===== src/include/pm_page_pkg.sv =====
// constants, command codes and decode functions for the channel-page command block
package pm_page_pkg;

	// ----------------------------------------------------------------
	// command codes
	// ----------------------------------------------------------------
	localparam logic [7:0] CMD_CHANNEL_SELECT = 8'h00;
	localparam logic [7:0] CMD_OPERATION = 8'h01;
	localparam logic [7:0] CMD_ON_OFF_SETUP = 8'h02;
	localparam logic [7:0] CMD_CLEAR_FAULTS = 8'h03;
	localparam logic [7:0] CMD_WRITE_LOCK = 8'h10;
	localparam logic [7:0] CMD_STORE_ALL = 8'h15;
	localparam logic [7:0] CMD_VOUT_EXPONENT = 8'h20;
	localparam logic [7:0] CMD_NV_UNLOCK = 8'hBD;
	localparam logic [7:0] CMD_GLOBAL_MASK = 8'hE4;
	localparam logic [7:0] CMD_BUS_BASE = 8'hE6;
	localparam logic [7:0] CMD_SHARED_STATUS = 8'hEF;
	localparam logic [7:0] CMD_GAIN_TEMPCO = 8'hF6;
	localparam logic [7:0] CMD_RETRY_COUNT = 8'hF7;
	localparam logic [7:0] CMD_DIODE_GAIN = 8'hF8;
	localparam logic [7:0] CMD_TEMP_OFFSET = 8'hF9;
	localparam logic [7:0] CMD_SENSE_VOLTAGE = 8'hFA;
	localparam logic [7:0] CMD_VOUT_MINIMUM = 8'hFB;
	localparam logic [7:0] CMD_VIN_MINIMUM = 8'hFC;
	localparam logic [7:0] CMD_TEMP_MINIMUM = 8'hFD;

	// ----------------------------------------------------------------
	// values, reset defaults and field layout
	// ----------------------------------------------------------------
	localparam int NUM_CH = 4;
	localparam logic [7:0] PAGE_GLOBAL = 8'hFF;
	localparam logic [7:0] PAGE_LAST = 8'h03;
	localparam logic [7:0] LOCK_LEVEL1 = 8'h80;
	localparam logic [7:0] LOCK_LEVEL2 = 8'h40;
	localparam logic [7:0] RST_CHANNEL_SELECT = 8'h00;
	localparam logic [7:0] RST_WRITE_LOCK = 8'h00;
	localparam logic [7:0] RST_GLOBAL_MASK = 8'h0F;
	localparam logic [7:0] RST_BUS_BASE = 8'h5C;
	localparam logic [7:0] RST_RETRY_COUNT = 8'h00;
	localparam logic [7:0] RST_OPERATION = 8'h00;
	localparam logic [7:0] RST_ON_OFF_SETUP = 8'h12;
	localparam logic [15:0] RST_GAIN_TEMPCO = 16'h0000;
	localparam logic [15:0] RST_DIODE_GAIN = 16'h4000;
	localparam logic [15:0] RST_TEMP_OFFSET = 16'h8000;
	localparam logic [15:0] RST_MINIMUM = 16'hFFFF;
	localparam logic [7:0] MASK_FIELD = 8'h0F;
	localparam logic [7:0] BASE_FIELD = 8'h7F;
	localparam logic [4:0] VOUT_EXPONENT = 5'h13;
	localparam int EXP_MSB = 15;
	localparam int EXP_LSB = 11;
	localparam int MANT_MSB = 10;
	localparam int STATUS_CML_BIT = 1;
	localparam int STATUS_GLOBAL_BIT = 0;

	// ----------------------------------------------------------------
	// command decode
	// ----------------------------------------------------------------
	function automatic logic cmd_paged(input logic [7:0] c);
		return c inside {CMD_OPERATION, CMD_ON_OFF_SETUP, CMD_GAIN_TEMPCO, CMD_DIODE_GAIN,
			CMD_TEMP_OFFSET, CMD_SENSE_VOLTAGE, CMD_VOUT_MINIMUM, CMD_TEMP_MINIMUM};
	endfunction

	function automatic logic cmd_global_ok(input logic [7:0] c);
		return c inside {CMD_CLEAR_FAULTS, CMD_OPERATION, CMD_ON_OFF_SETUP};
	endfunction

	function automatic logic cmd_writable(input logic [7:0] c);
		return c inside {CMD_CHANNEL_SELECT, CMD_OPERATION, CMD_ON_OFF_SETUP, CMD_CLEAR_FAULTS,
			CMD_WRITE_LOCK, CMD_STORE_ALL, CMD_NV_UNLOCK, CMD_GLOBAL_MASK, CMD_BUS_BASE,
			CMD_GAIN_TEMPCO, CMD_RETRY_COUNT, CMD_DIODE_GAIN, CMD_TEMP_OFFSET};
	endfunction

	function automatic logic cmd_readable(input logic [7:0] c);
		return c inside {CMD_CHANNEL_SELECT, CMD_OPERATION, CMD_ON_OFF_SETUP, CMD_WRITE_LOCK,
			CMD_VOUT_EXPONENT, CMD_GLOBAL_MASK, CMD_BUS_BASE, CMD_SHARED_STATUS,
			CMD_GAIN_TEMPCO, CMD_RETRY_COUNT, CMD_DIODE_GAIN, CMD_TEMP_OFFSET,
			CMD_SENSE_VOLTAGE, CMD_VOUT_MINIMUM, CMD_VIN_MINIMUM, CMD_TEMP_MINIMUM};
	endfunction

	// write-lock filter: level 1 passes four codes, level 2 three more
	function automatic logic lock_allows(input logic [7:0] lvl, input logic [7:0] c);
		logic base_ok;
		base_ok = c inside {CMD_WRITE_LOCK, CMD_CHANNEL_SELECT, CMD_NV_UNLOCK, CMD_STORE_ALL};
		if (lvl == LOCK_LEVEL1) begin
			return base_ok;
		end
		if (lvl == LOCK_LEVEL2) begin
			return base_ok || (c inside {CMD_OPERATION, CMD_GLOBAL_MASK, CMD_CLEAR_FAULTS});
		end
		return 1'b1;
	endfunction

endpackage


===== src/rtl/pm_min_tracker.sv =====
// running minimum of one measurement stream
`timescale 1ns/100ps
`default_nettype none
module pm_min_tracker #(
	parameter bit SIGNED_MANTISSA = 1'b0
) (
	input wire logic CLOCK_I,
	input wire logic RESET_N_I,
	input wire logic CLEAR_I,
	input wire logic STROBE_I,
	input wire logic [15:0] SAMPLE_I,
	output logic [15:0] MINIMUM_O
);
	import pm_page_pkg::*;

	logic [15:0] min_reg;
	logic [15:0] min_next;
	logic lower;

	// ----------------------------------------------------------------
	// compare and hold
	// ----------------------------------------------------------------
	// linear words compare on the signed mantissa at a shared exponent
	always_comb begin
		if (SIGNED_MANTISSA) begin
			lower = $signed(SAMPLE_I[MANT_MSB:0]) < $signed(min_reg[MANT_MSB:0])
				|| (min_reg == RST_MINIMUM);
		end else begin
			lower = SAMPLE_I < min_reg;
		end
		min_next = min_reg;
		if (CLEAR_I) begin
			min_next = RST_MINIMUM;
		end else if (STROBE_I && lower) begin
			min_next = SAMPLE_I;
		end
	end

	always_ff @(posedge CLOCK_I or negedge RESET_N_I) begin
		if (!RESET_N_I) begin
			min_reg <= RST_MINIMUM;
		end else begin
			min_reg <= min_next;
		end
	end

	assign MINIMUM_O = min_reg;
endmodule
`default_nettype wire


===== src/rtl/pm_linear_decode.sv =====
// registered split of a linear-exponent word into exponent and mantissa
`timescale 1ns/100ps
`default_nettype none
module pm_linear_decode (
	input wire logic CLOCK_I,
	input wire logic RESET_N_I,
	input wire logic [15:0] WORD_I,
	output logic [4:0] EXPONENT_O,
	output logic [15:0] MANTISSA_O
);
	import pm_page_pkg::*;

	logic [4:0] exp_reg;
	logic [4:0] exp_next;
	logic [15:0] mant_reg;
	logic [15:0] mant_next;

	// ----------------------------------------------------------------
	// field split with sign extension
	// ----------------------------------------------------------------
	always_comb begin
		exp_next = WORD_I[EXP_MSB:EXP_LSB];
		mant_next = {{5{WORD_I[MANT_MSB]}}, WORD_I[MANT_MSB:0]};
	end

	always_ff @(posedge CLOCK_I or negedge RESET_N_I) begin
		if (!RESET_N_I) begin
			exp_reg <= 5'h00;
			mant_reg <= 16'h0000;
		end else begin
			exp_reg <= exp_next;
			mant_reg <= mant_next;
		end
	end

	assign EXPONENT_O = exp_reg;
	assign MANTISSA_O = mant_reg;
endmodule
`default_nettype wire


===== src/rtl/pm_page_command.sv =====
// command map and channel-page addressing of a four-channel power manager
`timescale 1ns/100ps
`default_nettype none
module pm_page_command (
	input wire logic CLOCK_I,
	input wire logic RESET_N_I,
	input wire logic NV_READY_I,
	input wire logic [7:0] NV_WRITE_LOCK_I,
	input wire logic [7:0] NV_GLOBAL_MASK_I,
	input wire logic [7:0] NV_BUS_BASE_I,
	input wire logic [7:0] NV_RETRY_COUNT_I,
	input wire logic CMD_VALID_I,
	input wire logic CMD_WRITE_I,
	input wire logic [7:0] CMD_CODE_I,
	input wire logic [15:0] CMD_DATA_I,
	output logic CMD_READY_O,
	output logic CMD_DONE_O,
	output logic [15:0] RD_DATA_O,
	output logic COMMUNICATION_ERROR_FAULT_O,
	output logic [3:0] CH_CLEAR_FAULTS_O,
	output logic [31:0] CH_OPERATION_O,
	output logic [31:0] CH_ON_OFF_SETUP_O,
	output logic [6:0] BUS_ADDRESS_BASE_O,
	output logic [7:0] RETRY_COUNT_O,
	output logic [4:0] VOUT_EXPONENT_O,
	input wire logic VOUT_STROBE_I,
	input wire logic [1:0] VOUT_CHAN_I,
	input wire logic [15:0] VOUT_SAMPLE_I,
	input wire logic VIN_STROBE_I,
	input wire logic [15:0] VIN_SAMPLE_I,
	input wire logic TEMP_STROBE_I,
	input wire logic [1:0] TEMP_CHAN_I,
	input wire logic [15:0] TEMP_SAMPLE_I,
	input wire logic [63:0] SENSE_VOLTAGE_I,
	output logic [4:0] TEMP_OFFSET_EXPONENT_O,
	output logic [15:0] TEMP_OFFSET_MANTISSA_O
);
	import pm_page_pkg::*;

	typedef enum logic [2:0] {
		ST_RESTORE = 3'b001,
		ST_IDLE = 3'b010,
		ST_RESPOND = 3'b100
	} state_e;

	state_e state_reg, state_next;
	logic [7:0] channel_select_reg, channel_select_next;
	logic [7:0] write_lock_level_reg, write_lock_level_next;
	logic [7:0] global_write_channel_mask_reg, global_write_channel_mask_next;
	logic [7:0] bus_address_base_reg, bus_address_base_next;
	logic [7:0] fault_retry_count_reg, fault_retry_count_next;
	logic cml_reg, cml_next;
	logic [15:0] rd_data_reg, rd_data_next;
	logic [3:0] clear_reg, clear_next;
	logic [7:0] operation_reg [NUM_CH];
	logic [7:0] operation_next [NUM_CH];
	logic [7:0] on_off_reg [NUM_CH];
	logic [7:0] on_off_next [NUM_CH];
	logic [15:0] current_gain_tempco_reg [NUM_CH];
	logic [15:0] current_gain_tempco_next [NUM_CH];
	logic [15:0] ext_diode_gain_reg [NUM_CH];
	logic [15:0] ext_diode_gain_next [NUM_CH];
	logic [15:0] ext_temp_offset_reg [NUM_CH];
	logic [15:0] ext_temp_offset_next [NUM_CH];
	logic [15:0] vout_min [NUM_CH];
	logic [15:0] temp_min [NUM_CH];
	logic [15:0] vin_min;
	logic take, paged, sel_global, sel_valid, access_ok, cml_evt, do_write;
	logic [3:0] chan_hit;
	logic [1:0] sel;

	// ----------------------------------------------------------------
	// command acceptance and page routing
	// ----------------------------------------------------------------
	always_comb begin
		take = (state_reg == ST_IDLE) && CMD_VALID_I;
		paged = cmd_paged(CMD_CODE_I);
		sel_global = channel_select_reg == PAGE_GLOBAL;
		sel_valid = channel_select_reg <= PAGE_LAST;
		sel = channel_select_reg[1:0];
		if (cmd_global_ok(CMD_CODE_I) && sel_global) begin
			access_ok = CMD_WRITE_I;
		end else if (!paged) begin
			access_ok = 1'b1;
		end else if (sel_global) begin
			access_ok = 1'b0;
		end else begin
			access_ok = sel_valid;
		end
		cml_evt = take && (!access_ok || (CMD_WRITE_I ? !cmd_writable(CMD_CODE_I)
			: !cmd_readable(CMD_CODE_I)));
		do_write = take && CMD_WRITE_I && !cml_evt
			&& lock_allows(write_lock_level_reg, CMD_CODE_I);
		for (int i = 0; i < NUM_CH; i++) begin
			// a reserved select hits no channel at all
			chan_hit[i] = sel_global ? global_write_channel_mask_reg[i]
				: (sel_valid && sel == 2'(i));
		end
	end

	// ----------------------------------------------------------------
	// state, unpaged settings and fault flag
	// ----------------------------------------------------------------
	always_comb begin
		state_next = state_reg;
		channel_select_next = channel_select_reg;
		write_lock_level_next = write_lock_level_reg;
		global_write_channel_mask_next = global_write_channel_mask_reg;
		bus_address_base_next = bus_address_base_reg;
		fault_retry_count_next = fault_retry_count_reg;
		cml_next = cml_reg;
		unique case (state_reg)
			ST_RESTORE: begin
				if (NV_READY_I) begin
					write_lock_level_next = NV_WRITE_LOCK_I;
					global_write_channel_mask_next = NV_GLOBAL_MASK_I & MASK_FIELD;
					bus_address_base_next = NV_BUS_BASE_I & BASE_FIELD;
					fault_retry_count_next = NV_RETRY_COUNT_I;
					state_next = ST_IDLE;
				end
			end
			ST_IDLE: begin
				if (take) begin
					state_next = ST_RESPOND;
				end
			end
			ST_RESPOND: begin
				state_next = ST_IDLE;
			end
		endcase
		if (do_write) begin
			unique case (CMD_CODE_I)
				CMD_CHANNEL_SELECT: channel_select_next = CMD_DATA_I[7:0];
				CMD_WRITE_LOCK: write_lock_level_next = CMD_DATA_I[7:0];
				CMD_GLOBAL_MASK: global_write_channel_mask_next = CMD_DATA_I[7:0] & MASK_FIELD;
				CMD_BUS_BASE: bus_address_base_next = CMD_DATA_I[7:0] & BASE_FIELD;
				CMD_RETRY_COUNT: fault_retry_count_next = CMD_DATA_I[7:0];
				default: ;
			endcase
		end
		// a new fault in the same cycle as the clear keeps the flag set
		if (do_write && CMD_CODE_I == CMD_CLEAR_FAULTS) begin
			cml_next = 1'b0;
		end
		if (cml_evt) begin
			cml_next = 1'b1;
		end
	end

	always_ff @(posedge CLOCK_I or negedge RESET_N_I) begin
		if (!RESET_N_I) begin
			state_reg <= ST_RESTORE;
			channel_select_reg <= RST_CHANNEL_SELECT;
			write_lock_level_reg <= RST_WRITE_LOCK;
			global_write_channel_mask_reg <= RST_GLOBAL_MASK;
			bus_address_base_reg <= RST_BUS_BASE;
			fault_retry_count_reg <= RST_RETRY_COUNT;
			cml_reg <= 1'b0;
		end else begin
			state_reg <= state_next;
			channel_select_reg <= channel_select_next;
			write_lock_level_reg <= write_lock_level_next;
			global_write_channel_mask_reg <= global_write_channel_mask_next;
			bus_address_base_reg <= bus_address_base_next;
			fault_retry_count_reg <= fault_retry_count_next;
			cml_reg <= cml_next;
		end
	end

	// ----------------------------------------------------------------
	// paged settings, all hit channels updated at the same edge
	// ----------------------------------------------------------------
	always_comb begin
		for (int i = 0; i < NUM_CH; i++) begin
			operation_next[i] = operation_reg[i];
			on_off_next[i] = on_off_reg[i];
			current_gain_tempco_next[i] = current_gain_tempco_reg[i];
			ext_diode_gain_next[i] = ext_diode_gain_reg[i];
			ext_temp_offset_next[i] = ext_temp_offset_reg[i];
			clear_next[i] = 1'b0;
			if (do_write && chan_hit[i]) begin
				unique case (CMD_CODE_I)
					CMD_OPERATION: operation_next[i] = CMD_DATA_I[7:0];
					CMD_ON_OFF_SETUP: on_off_next[i] = CMD_DATA_I[7:0];
					CMD_CLEAR_FAULTS: clear_next[i] = 1'b1;
					CMD_GAIN_TEMPCO: current_gain_tempco_next[i] = CMD_DATA_I;
					CMD_DIODE_GAIN: ext_diode_gain_next[i] = CMD_DATA_I;
					CMD_TEMP_OFFSET: ext_temp_offset_next[i] = CMD_DATA_I;
					default: ;
				endcase
			end
		end
	end

	always_ff @(posedge CLOCK_I or negedge RESET_N_I) begin
		if (!RESET_N_I) begin
			for (int i = 0; i < NUM_CH; i++) begin
				operation_reg[i] <= RST_OPERATION;
				on_off_reg[i] <= RST_ON_OFF_SETUP;
				current_gain_tempco_reg[i] <= RST_GAIN_TEMPCO;
				ext_diode_gain_reg[i] <= RST_DIODE_GAIN;
				ext_temp_offset_reg[i] <= RST_TEMP_OFFSET;
			end
			clear_reg <= 4'h0;
		end else begin
			operation_reg <= operation_next;
			on_off_reg <= on_off_next;
			current_gain_tempco_reg <= current_gain_tempco_next;
			ext_diode_gain_reg <= ext_diode_gain_next;
			ext_temp_offset_reg <= ext_temp_offset_next;
			clear_reg <= clear_next;
		end
	end

	// ----------------------------------------------------------------
	// read data and response
	// ----------------------------------------------------------------
	always_comb begin
		rd_data_next = rd_data_reg;
		if (take) begin
			rd_data_next = 16'h0000; // junk-free zero when refused
			if (!CMD_WRITE_I && !cml_evt) begin
				unique case (CMD_CODE_I)
					CMD_CHANNEL_SELECT: rd_data_next = {8'h00, channel_select_reg};
					CMD_OPERATION: rd_data_next = {8'h00, operation_reg[sel]};
					CMD_ON_OFF_SETUP: rd_data_next = {8'h00, on_off_reg[sel]};
					CMD_WRITE_LOCK: rd_data_next = {8'h00, write_lock_level_reg};
					CMD_VOUT_EXPONENT: rd_data_next = {11'h000, VOUT_EXPONENT};
					CMD_GLOBAL_MASK: rd_data_next = {8'h00, global_write_channel_mask_reg};
					CMD_BUS_BASE: rd_data_next = {8'h00, bus_address_base_reg};
					CMD_SHARED_STATUS: rd_data_next = 16'(({15'h0000, cml_reg} << STATUS_CML_BIT)
						| ({15'h0000, sel_global} << STATUS_GLOBAL_BIT));
					CMD_GAIN_TEMPCO: rd_data_next = current_gain_tempco_reg[sel];
					CMD_RETRY_COUNT: rd_data_next = {8'h00, fault_retry_count_reg};
					CMD_DIODE_GAIN: rd_data_next = ext_diode_gain_reg[sel];
					CMD_TEMP_OFFSET: rd_data_next = ext_temp_offset_reg[sel];
					CMD_SENSE_VOLTAGE: rd_data_next = SENSE_VOLTAGE_I[16*sel +: 16];
					CMD_VOUT_MINIMUM: rd_data_next = vout_min[sel];
					CMD_VIN_MINIMUM: rd_data_next = vin_min;
					CMD_TEMP_MINIMUM: rd_data_next = temp_min[sel];
					default: ;
				endcase
			end
		end
	end

	always_ff @(posedge CLOCK_I or negedge RESET_N_I) begin
		if (!RESET_N_I) begin
			rd_data_reg <= 16'h0000;
		end else begin
			rd_data_reg <= rd_data_next;
		end
	end

	// ----------------------------------------------------------------
	// minimum trackers and offset decode
	// ----------------------------------------------------------------
	generate
		for (genvar g = 0; g < NUM_CH; g++) begin : g_ch
			pm_min_tracker #(.SIGNED_MANTISSA(1'b0)) u_vout_min (
				.CLOCK_I(CLOCK_I),
				.RESET_N_I(RESET_N_I),
				.CLEAR_I(1'b0),
				.STROBE_I(VOUT_STROBE_I && VOUT_CHAN_I == 2'(g)),
				.SAMPLE_I(VOUT_SAMPLE_I),
				.MINIMUM_O(vout_min[g])
			);
			pm_min_tracker #(.SIGNED_MANTISSA(1'b1)) u_temp_min (
				.CLOCK_I(CLOCK_I),
				.RESET_N_I(RESET_N_I),
				.CLEAR_I(1'b0),
				.STROBE_I(TEMP_STROBE_I && TEMP_CHAN_I == 2'(g)),
				.SAMPLE_I(TEMP_SAMPLE_I),
				.MINIMUM_O(temp_min[g])
			);
			assign CH_OPERATION_O[8*g +: 8] = operation_reg[g];
			assign CH_ON_OFF_SETUP_O[8*g +: 8] = on_off_reg[g];
		end
	endgenerate

	pm_min_tracker #(.SIGNED_MANTISSA(1'b1)) u_vin_min (
		.CLOCK_I(CLOCK_I),
		.RESET_N_I(RESET_N_I),
		.CLEAR_I(1'b0),
		.STROBE_I(VIN_STROBE_I),
		.SAMPLE_I(VIN_SAMPLE_I),
		.MINIMUM_O(vin_min)
	);

	// offset of the selected channel, or channel 0 when none is selected
	pm_linear_decode u_offset_decode (
		.CLOCK_I(CLOCK_I),
		.RESET_N_I(RESET_N_I),
		.WORD_I(ext_temp_offset_reg[sel_valid ? sel : 2'h0]),
		.EXPONENT_O(TEMP_OFFSET_EXPONENT_O),
		.MANTISSA_O(TEMP_OFFSET_MANTISSA_O)
	);

	// ----------------------------------------------------------------
	// outputs
	// ----------------------------------------------------------------
	assign CMD_READY_O = state_reg == ST_IDLE;
	assign CMD_DONE_O = state_reg == ST_RESPOND;
	assign RD_DATA_O = rd_data_reg;
	assign COMMUNICATION_ERROR_FAULT_O = cml_reg;
	assign CH_CLEAR_FAULTS_O = clear_reg;
	assign BUS_ADDRESS_BASE_O = bus_address_base_reg[6:0];
	assign RETRY_COUNT_O = fault_retry_count_reg;
	assign VOUT_EXPONENT_O = VOUT_EXPONENT;

	// ----------------------------------------------------------------
	// checks
	// ----------------------------------------------------------------
	property p_route_page;
		@(posedge CLOCK_I) disable iff (!RESET_N_I)
		take && CMD_WRITE_I && CMD_CODE_I == CMD_DIODE_GAIN && channel_select_reg == 8'h02
			&& write_lock_level_reg == 8'h00
		|=> ext_diode_gain_reg[2] == $past(CMD_DATA_I) && ext_diode_gain_reg[0] == $past(ext_diode_gain_reg[0]);
	endproperty
	a_route_page: assert property (p_route_page) else $error("paged write missed channel 2");

	property p_global_mask;
		@(posedge CLOCK_I) disable iff (!RESET_N_I)
		take && CMD_WRITE_I && CMD_CODE_I == CMD_OPERATION && sel_global && write_lock_level_reg == 8'h00
		|=> (operation_reg[1] == ($past(global_write_channel_mask_reg[1]) ? $past(CMD_DATA_I[7:0])
			: $past(operation_reg[1])));
	endproperty
	a_global_mask: assert property (p_global_mask) else $error("global write ignored the mask");

	property p_global_read_fault;
		@(posedge CLOCK_I) disable iff (!RESET_N_I)
		take && !CMD_WRITE_I && sel_global && cmd_paged(CMD_CODE_I) |=> cml_reg && CMD_DONE_O;
	endproperty
	a_global_read_fault: assert property (p_global_read_fault) else $error("global read no fault");

	property p_global_discard;
		@(posedge CLOCK_I) disable iff (!RESET_N_I)
		take && CMD_WRITE_I && sel_global && CMD_CODE_I == CMD_DIODE_GAIN
		|=> cml_reg && $stable(ext_diode_gain_reg[0]) && $stable(ext_diode_gain_reg[3]);
	endproperty
	a_global_discard: assert property (p_global_discard) else $error("unsupported global write kept");

	property p_mask_upper;
		@(posedge CLOCK_I) disable iff (!RESET_N_I)
		global_write_channel_mask_reg[7:4] == 4'h0 && bus_address_base_reg[7] == 1'b0;
	endproperty
	a_mask_upper: assert property (p_mask_upper) else $error("reserved bits set");

	property p_lock_level1;
		@(posedge CLOCK_I) disable iff (!RESET_N_I)
		write_lock_level_reg == LOCK_LEVEL1 && take && CMD_WRITE_I && CMD_CODE_I == CMD_RETRY_COUNT
		|=> $stable(fault_retry_count_reg);
	endproperty
	a_lock_level1: assert property (p_lock_level1) else $error("locked write went through");

	property p_restore_first;
		@(posedge CLOCK_I) disable iff (!RESET_N_I)
		state_reg == ST_RESTORE |-> !CMD_READY_O && channel_select_reg == 8'h00;
	endproperty
	a_restore_first: assert property (p_restore_first) else $error("served before restore");

	property p_response_timing;
		@(posedge CLOCK_I) disable iff (!RESET_N_I)
		take |=> CMD_DONE_O ##1 !CMD_DONE_O && CMD_READY_O;
	endproperty
	a_response_timing: assert property (p_response_timing) else $error("done pulse out of step");

	property p_vout_exp;
		@(posedge CLOCK_I) disable iff (!RESET_N_I)
		take && !CMD_WRITE_I && CMD_CODE_I == CMD_VOUT_EXPONENT |=> RD_DATA_O == 16'h0013;
	endproperty
	a_vout_exp: assert property (p_vout_exp) else $error("exponent read wrong");
endmodule
`default_nettype wire


===== config.mk =====
export PLATFORM = sky130hd
export DESIGN_NAME = pm_page_command
export DESIGN_NICKNAME = d
export VERILOG_FILES = /design/src/include/pm_page_pkg.sv /design/src/rtl/pm_min_tracker.sv /design/src/rtl/pm_linear_decode.sv /design/src/rtl/pm_page_command.sv
export SDC_FILE = /design/constraint.sdc
export NUM_CORES = 1
export LEC_CHECK = 0
export BUFFER_PORTS_ARGS = -buffer_cell sky130_fd_sc_hd__buf_2
export CAP_MARGIN = 20
export CORE_MARGIN = 3
export CORE_UTILIZATION = 64
export CTS_CLUSTER_SIZE = 8
export DETAILED_ROUTE_END_ITERATION = 7
export GPL_ROUTABILITY_DRIVEN = 0
export PLACE_DENSITY = 0.86
export SLEW_MARGIN = 20
export SYNTH_ARGS = -nofsm -noshare
export SYNTH_HDL_FRONTEND = slang
export SYNTH_SLANG_ARGS = --single-unit

===== constraint.sdc =====
create_clock -name CLOCK_I -period 4.35 [get_ports CLOCK_I]
set_input_delay 0.2175 -clock CLOCK_I [delete_from_list [all_inputs] [get_ports CLOCK_I]]
set_output_delay 0.2175 -clock CLOCK_I [all_outputs]
set_load 0.01 [all_outputs]

==> flow_metrics.py <==
metrics = {
    "outcome": {
        "result_of_the_run": "complete, no violations",
    },
    "logic_synthesis": {
        "ys_top_cells_by_area": "dfrtp_1 29%, mux2_2 17%, dfstp_2 17%",
        "ys.flop_type": "dfrtp_1",
        "yosys.area_share.simple_pct": 8.57,
        "synth_compound_gate_area_share_pct": 6.55,
        "seq_area_frac_synth_pct": 46.1,
        "number_of_synthesis_warnings": 0,
        "post-synth-top-area-fraction_pct": 29.4,
        "syn_inst": 2076,
        "synth_cell_type_count": 79,
        "synth_edf_count": 0,
        "yosys.area_share.xor_xnor_pct": 0.0331,
        "syn_area_mm2": 0.0265,
        "synth_top_family_by_area": "multiplexers",
        "post_synth_mux_area_share_pct": 29.0,
        "synthesis.area_per_instance_um2": 12.8,
        "postSynthRegisterBits": 480,
        "post_synth_fa_ha_maj_area_fraction_pct": 5.23,
        "biggest_area_consumer_among_synthesized_cells": "dfrtp_1",
        "async_reset_ff_share_pct": 100,
    },
    "worst_hold_path": {
        "min-delay-start": "VOUT_SAMPLE_I[4]",
        "hold_class": "in2reg",
        "worstHoldEndpoint": "g_ch[1].u_vout_min.MINIMUM_O[4]$_DFFE_PN1P_",
        "hold_path_depth": 2,
    },
    "worst_setup_path": {
        "critical-path-max-stage-delay_ps": 740,
        "startpoint_type_of_the_worst_setup_path": "register",
        "regToRegStartpoint": "channel_select_reg[7]$_DFFE_PN0P_",
        "path_buf_inv": 1,
        "critical_path.endpoint_type": "register",
        "arrival_ps": 4030,
        "timing.critical_path.slowest_stage_cell": "nand4b_2",
        "worstRegToRegCells": 7,
        "worstSetupPathType": "reg2reg",
        "ff2ff_setup_slack_ps": 770,
        "worst_r2r_endpoint": "current_gain_tempco_reg[46]$_DFFE_PN0P_",
        "path_cells": "or4_4 -> nor3_2 -> nand2_1 -> buf_4 -> o21ai_1 -> nand4b_2 -> mux2_2",
        "required_ps": 4800,
        "peak_fanout_along_the_critical_path": 33,
        "path_delay_family": "simple AND/OR/NAND/NOR gates",
    },
    "sta": {
        "final_critical_path_share_of_the_clock_period_pct": 82.3,
        "setup_tns_ps": 0,
        "max_freq_ghz": 0.279,
        "unrepaired_setup_endpoints_after_global_routing": "no",
        "min_period_ps": 3580,
        "maxSlewViolCount": 0,
        "max_slew.worst_pin.slew_ps": 1070,
        "timing.clock.skew_ps": 14.0,
        "slew_headroom_pct": 28.4,
        "timing.final.setup_violations": 0,
        "final_hold_viol_count": 0,
        "finalHoldWorstSlack_ps": 18.1,
    },
    "run": {
        "max-cap-violations": 0,
    },
    "route": {
        "route.detailed.wl_per_inst_um": 28.0,
        "first_iter_violations": 2994,
        "post_drt_via_cell_ratio": 6.85,
        "routed_wirelength_um": 83700,
        "route.antenna.remaining_nets": 0,
        "route.detailed.drc": 0,
        "drt_pre_antenna_iters": 7,
        "dr_total_vias": 20500,
    },
    "global_routing": {
        "grt_max_degree": 116,
        "grt_usage_pct": 38.1,
        "grt_pass1_vias": 21800,
        "overflow": 0,
        "global_route_wire_length_before_repair_um": 130000,
        "antenna_violations_before_repair": 11,
    },
    "cells_and_area": {
        "design.final.nets": 2703,
        "final_design_area_no_fill_mm2": 0.0311,
        "flow.area_growth_from_synthesis_pct": 17.2,
        "mostFrequentLayoutCell": "mux2_2",
        "mostFrequentLayoutCells": "410 x mux2_2, 309 x dfrtp_1, 296 x buf_2",
        "layout-drive-gt1-share_pct": 47.0,
    },
    "cts": {
        "tritoncts_clock_tree": "yes",
        "clock_latency_ps": 580,
        "cts.sinks": 480,
        "ctsHtreeMaxLevel": 3,
        "post_cts_resized": 0,
        "cts.path.max_buffers": 3,
        "cts_buffers": 69,
        "clk_transition_reported_paths_ps": 60,
        "ctsRootBufferMaster": "clkbuf_16",
    },
    "floorplanning": {
        "design.portCount": 308,
        "placement_rows": 73,
        "floorplan.core_area_mm2": 0.0403,
        "die_h_um": 209,
        "full_die_area_mm2": 0.0439,
        "initial_core_util_pct": 65.8,
        "floorplan.die.width_um": 209,
    },
    "power_and_ir_drop": {
        "cellPowerDensity_mw_per_mm2": 480,
        "total_power_mw": 14.9,
        "max-vdd-ir-drop_mv": 0.339,
        "power_leakage_nw": 14.3,
    },
    "placed_design": {
        "buffer_ports.inserted": 297,
        "post-dp-hpwl_um": 54900,
        "post_dp_cell_area_mm2": 0.0285,
    },
}
-- kinds of logic (layout without fill, tap and decap cells) --
group	Yosys count	after routing
other	2	9
xor gates and xnor gates	1	1
buffers and inverters	261	640
AOI/OAI and AO/OA	259	259
and+or+nand+nor	386	386
muxes	576	576
DFF	480	480
adders and majority gates	111	111
-- worst max path at each step --
stage	to	slack [ps]	cells after the start	startpoint
floorplan	g_ch[2].u_temp_min.MINIMUM_O[10]$_DFFE_PN1P_	1420	8	g_ch[2].u_temp_min.MINIMUM_O[8]$_DFFE_PN1P_
global placement	current_gain_tempco_reg[44]$_DFFE_PN0P_	1010	7	channel_select_reg[6]$_DFFE_PN0P_
detailed placement	current_gain_tempco_reg[35]$_DFFE_PN0P_	870	7	channel_select_reg[6]$_DFFE_PN0P_
CTS	current_gain_tempco_reg[46]$_DFFE_PN0P_	840	7	channel_select_reg[6]$_DFFE_PN0P_
global route	current_gain_tempco_reg[46]$_DFFE_PN0P_	690	7	channel_select_reg[6]$_DFFE_PN0P_
finish	current_gain_tempco_reg[46]$_DFFE_PN0P_	770	7	channel_select_reg[7]$_DFFE_PN0P_
-- Yosys cell counts, types with 5 or more instances --
cell      count
a211oi_1      6
a21o_1       21
a21oi_1      60
a221oi_1     10
a22oi_1      25
a31oi_1      20
a32oi_1      10
and3_1       29
and4_1        8
buf_1        16
buf_2        19
buf_4        28
buf_6         9
clkbuf_1     68
dfrtp_1     311
dfstp_2     169
ha_1        110
inv_1       121
mux2_1        6
mux2_2      410
mux2i_1      48
mux4_2      112
nand2_1     118
nand2b_1      8
nand3_1      23
nand4_1      40
nand4b_2      6
nor2_1       66
nor2b_1      11
nor3_1       16
nor4_1       10
nor4_4       10
o211ai_1     13
o21a_1        5
o21ai_0      41
o22ai_1      10
-- through the flow --
stage	instances	util, %	setup WS, ps
4_1_cts	2983	77.1	842
2_1_floorplan	2079	-	1420
6_report	2987	77.1	769
5_1_grt	2987	77.1	686
3_3_place_gp	2810	70.7	1010
3_5_place_dp	2810	70.7	868
-- power breakdown --
group | switching (mW) | internal [mW] | leakage, nW
logic | 1.74 | 1.63 | 7.21
registers | 0.774 | 5.69 | 6.10
clock network | 2.03 | 3.04 | 0.966
total | 4.54 | 10.4 | 14.3
-- routing by layer --
metal,track usage [%],share of wire [%],vias up
met2,61.1,48,1427
met5,0,0.091,-
met1,47.4,35,10300
met4,20.6,6.3,12
li1,-,-,8411
met3,10.1,11,344
-- final cells by class --
| type | count | area [µm²] |
|---|---|---|
| inverters | 121 | 454 |
| clock buffers | 111 | 1930 |
| diodes | 4 | 10.0 |
| well taps | 525 | 657 |
| fillers | 2253 | 9220 |
| repair buffers | 403 | 2510 |
| multi-input cells | 1338 | 13200 |
| clock inverters | 5 | 88.8 |
| flip-flops and latches | 480 | 12200 |
-- what timing repair did --
item                      4_1_cts  5_1_grt
buffers inserted                0        0
hold endpoints to repair      192        0
hold buffers                   57        0
(Power assumes the default switching activity.)
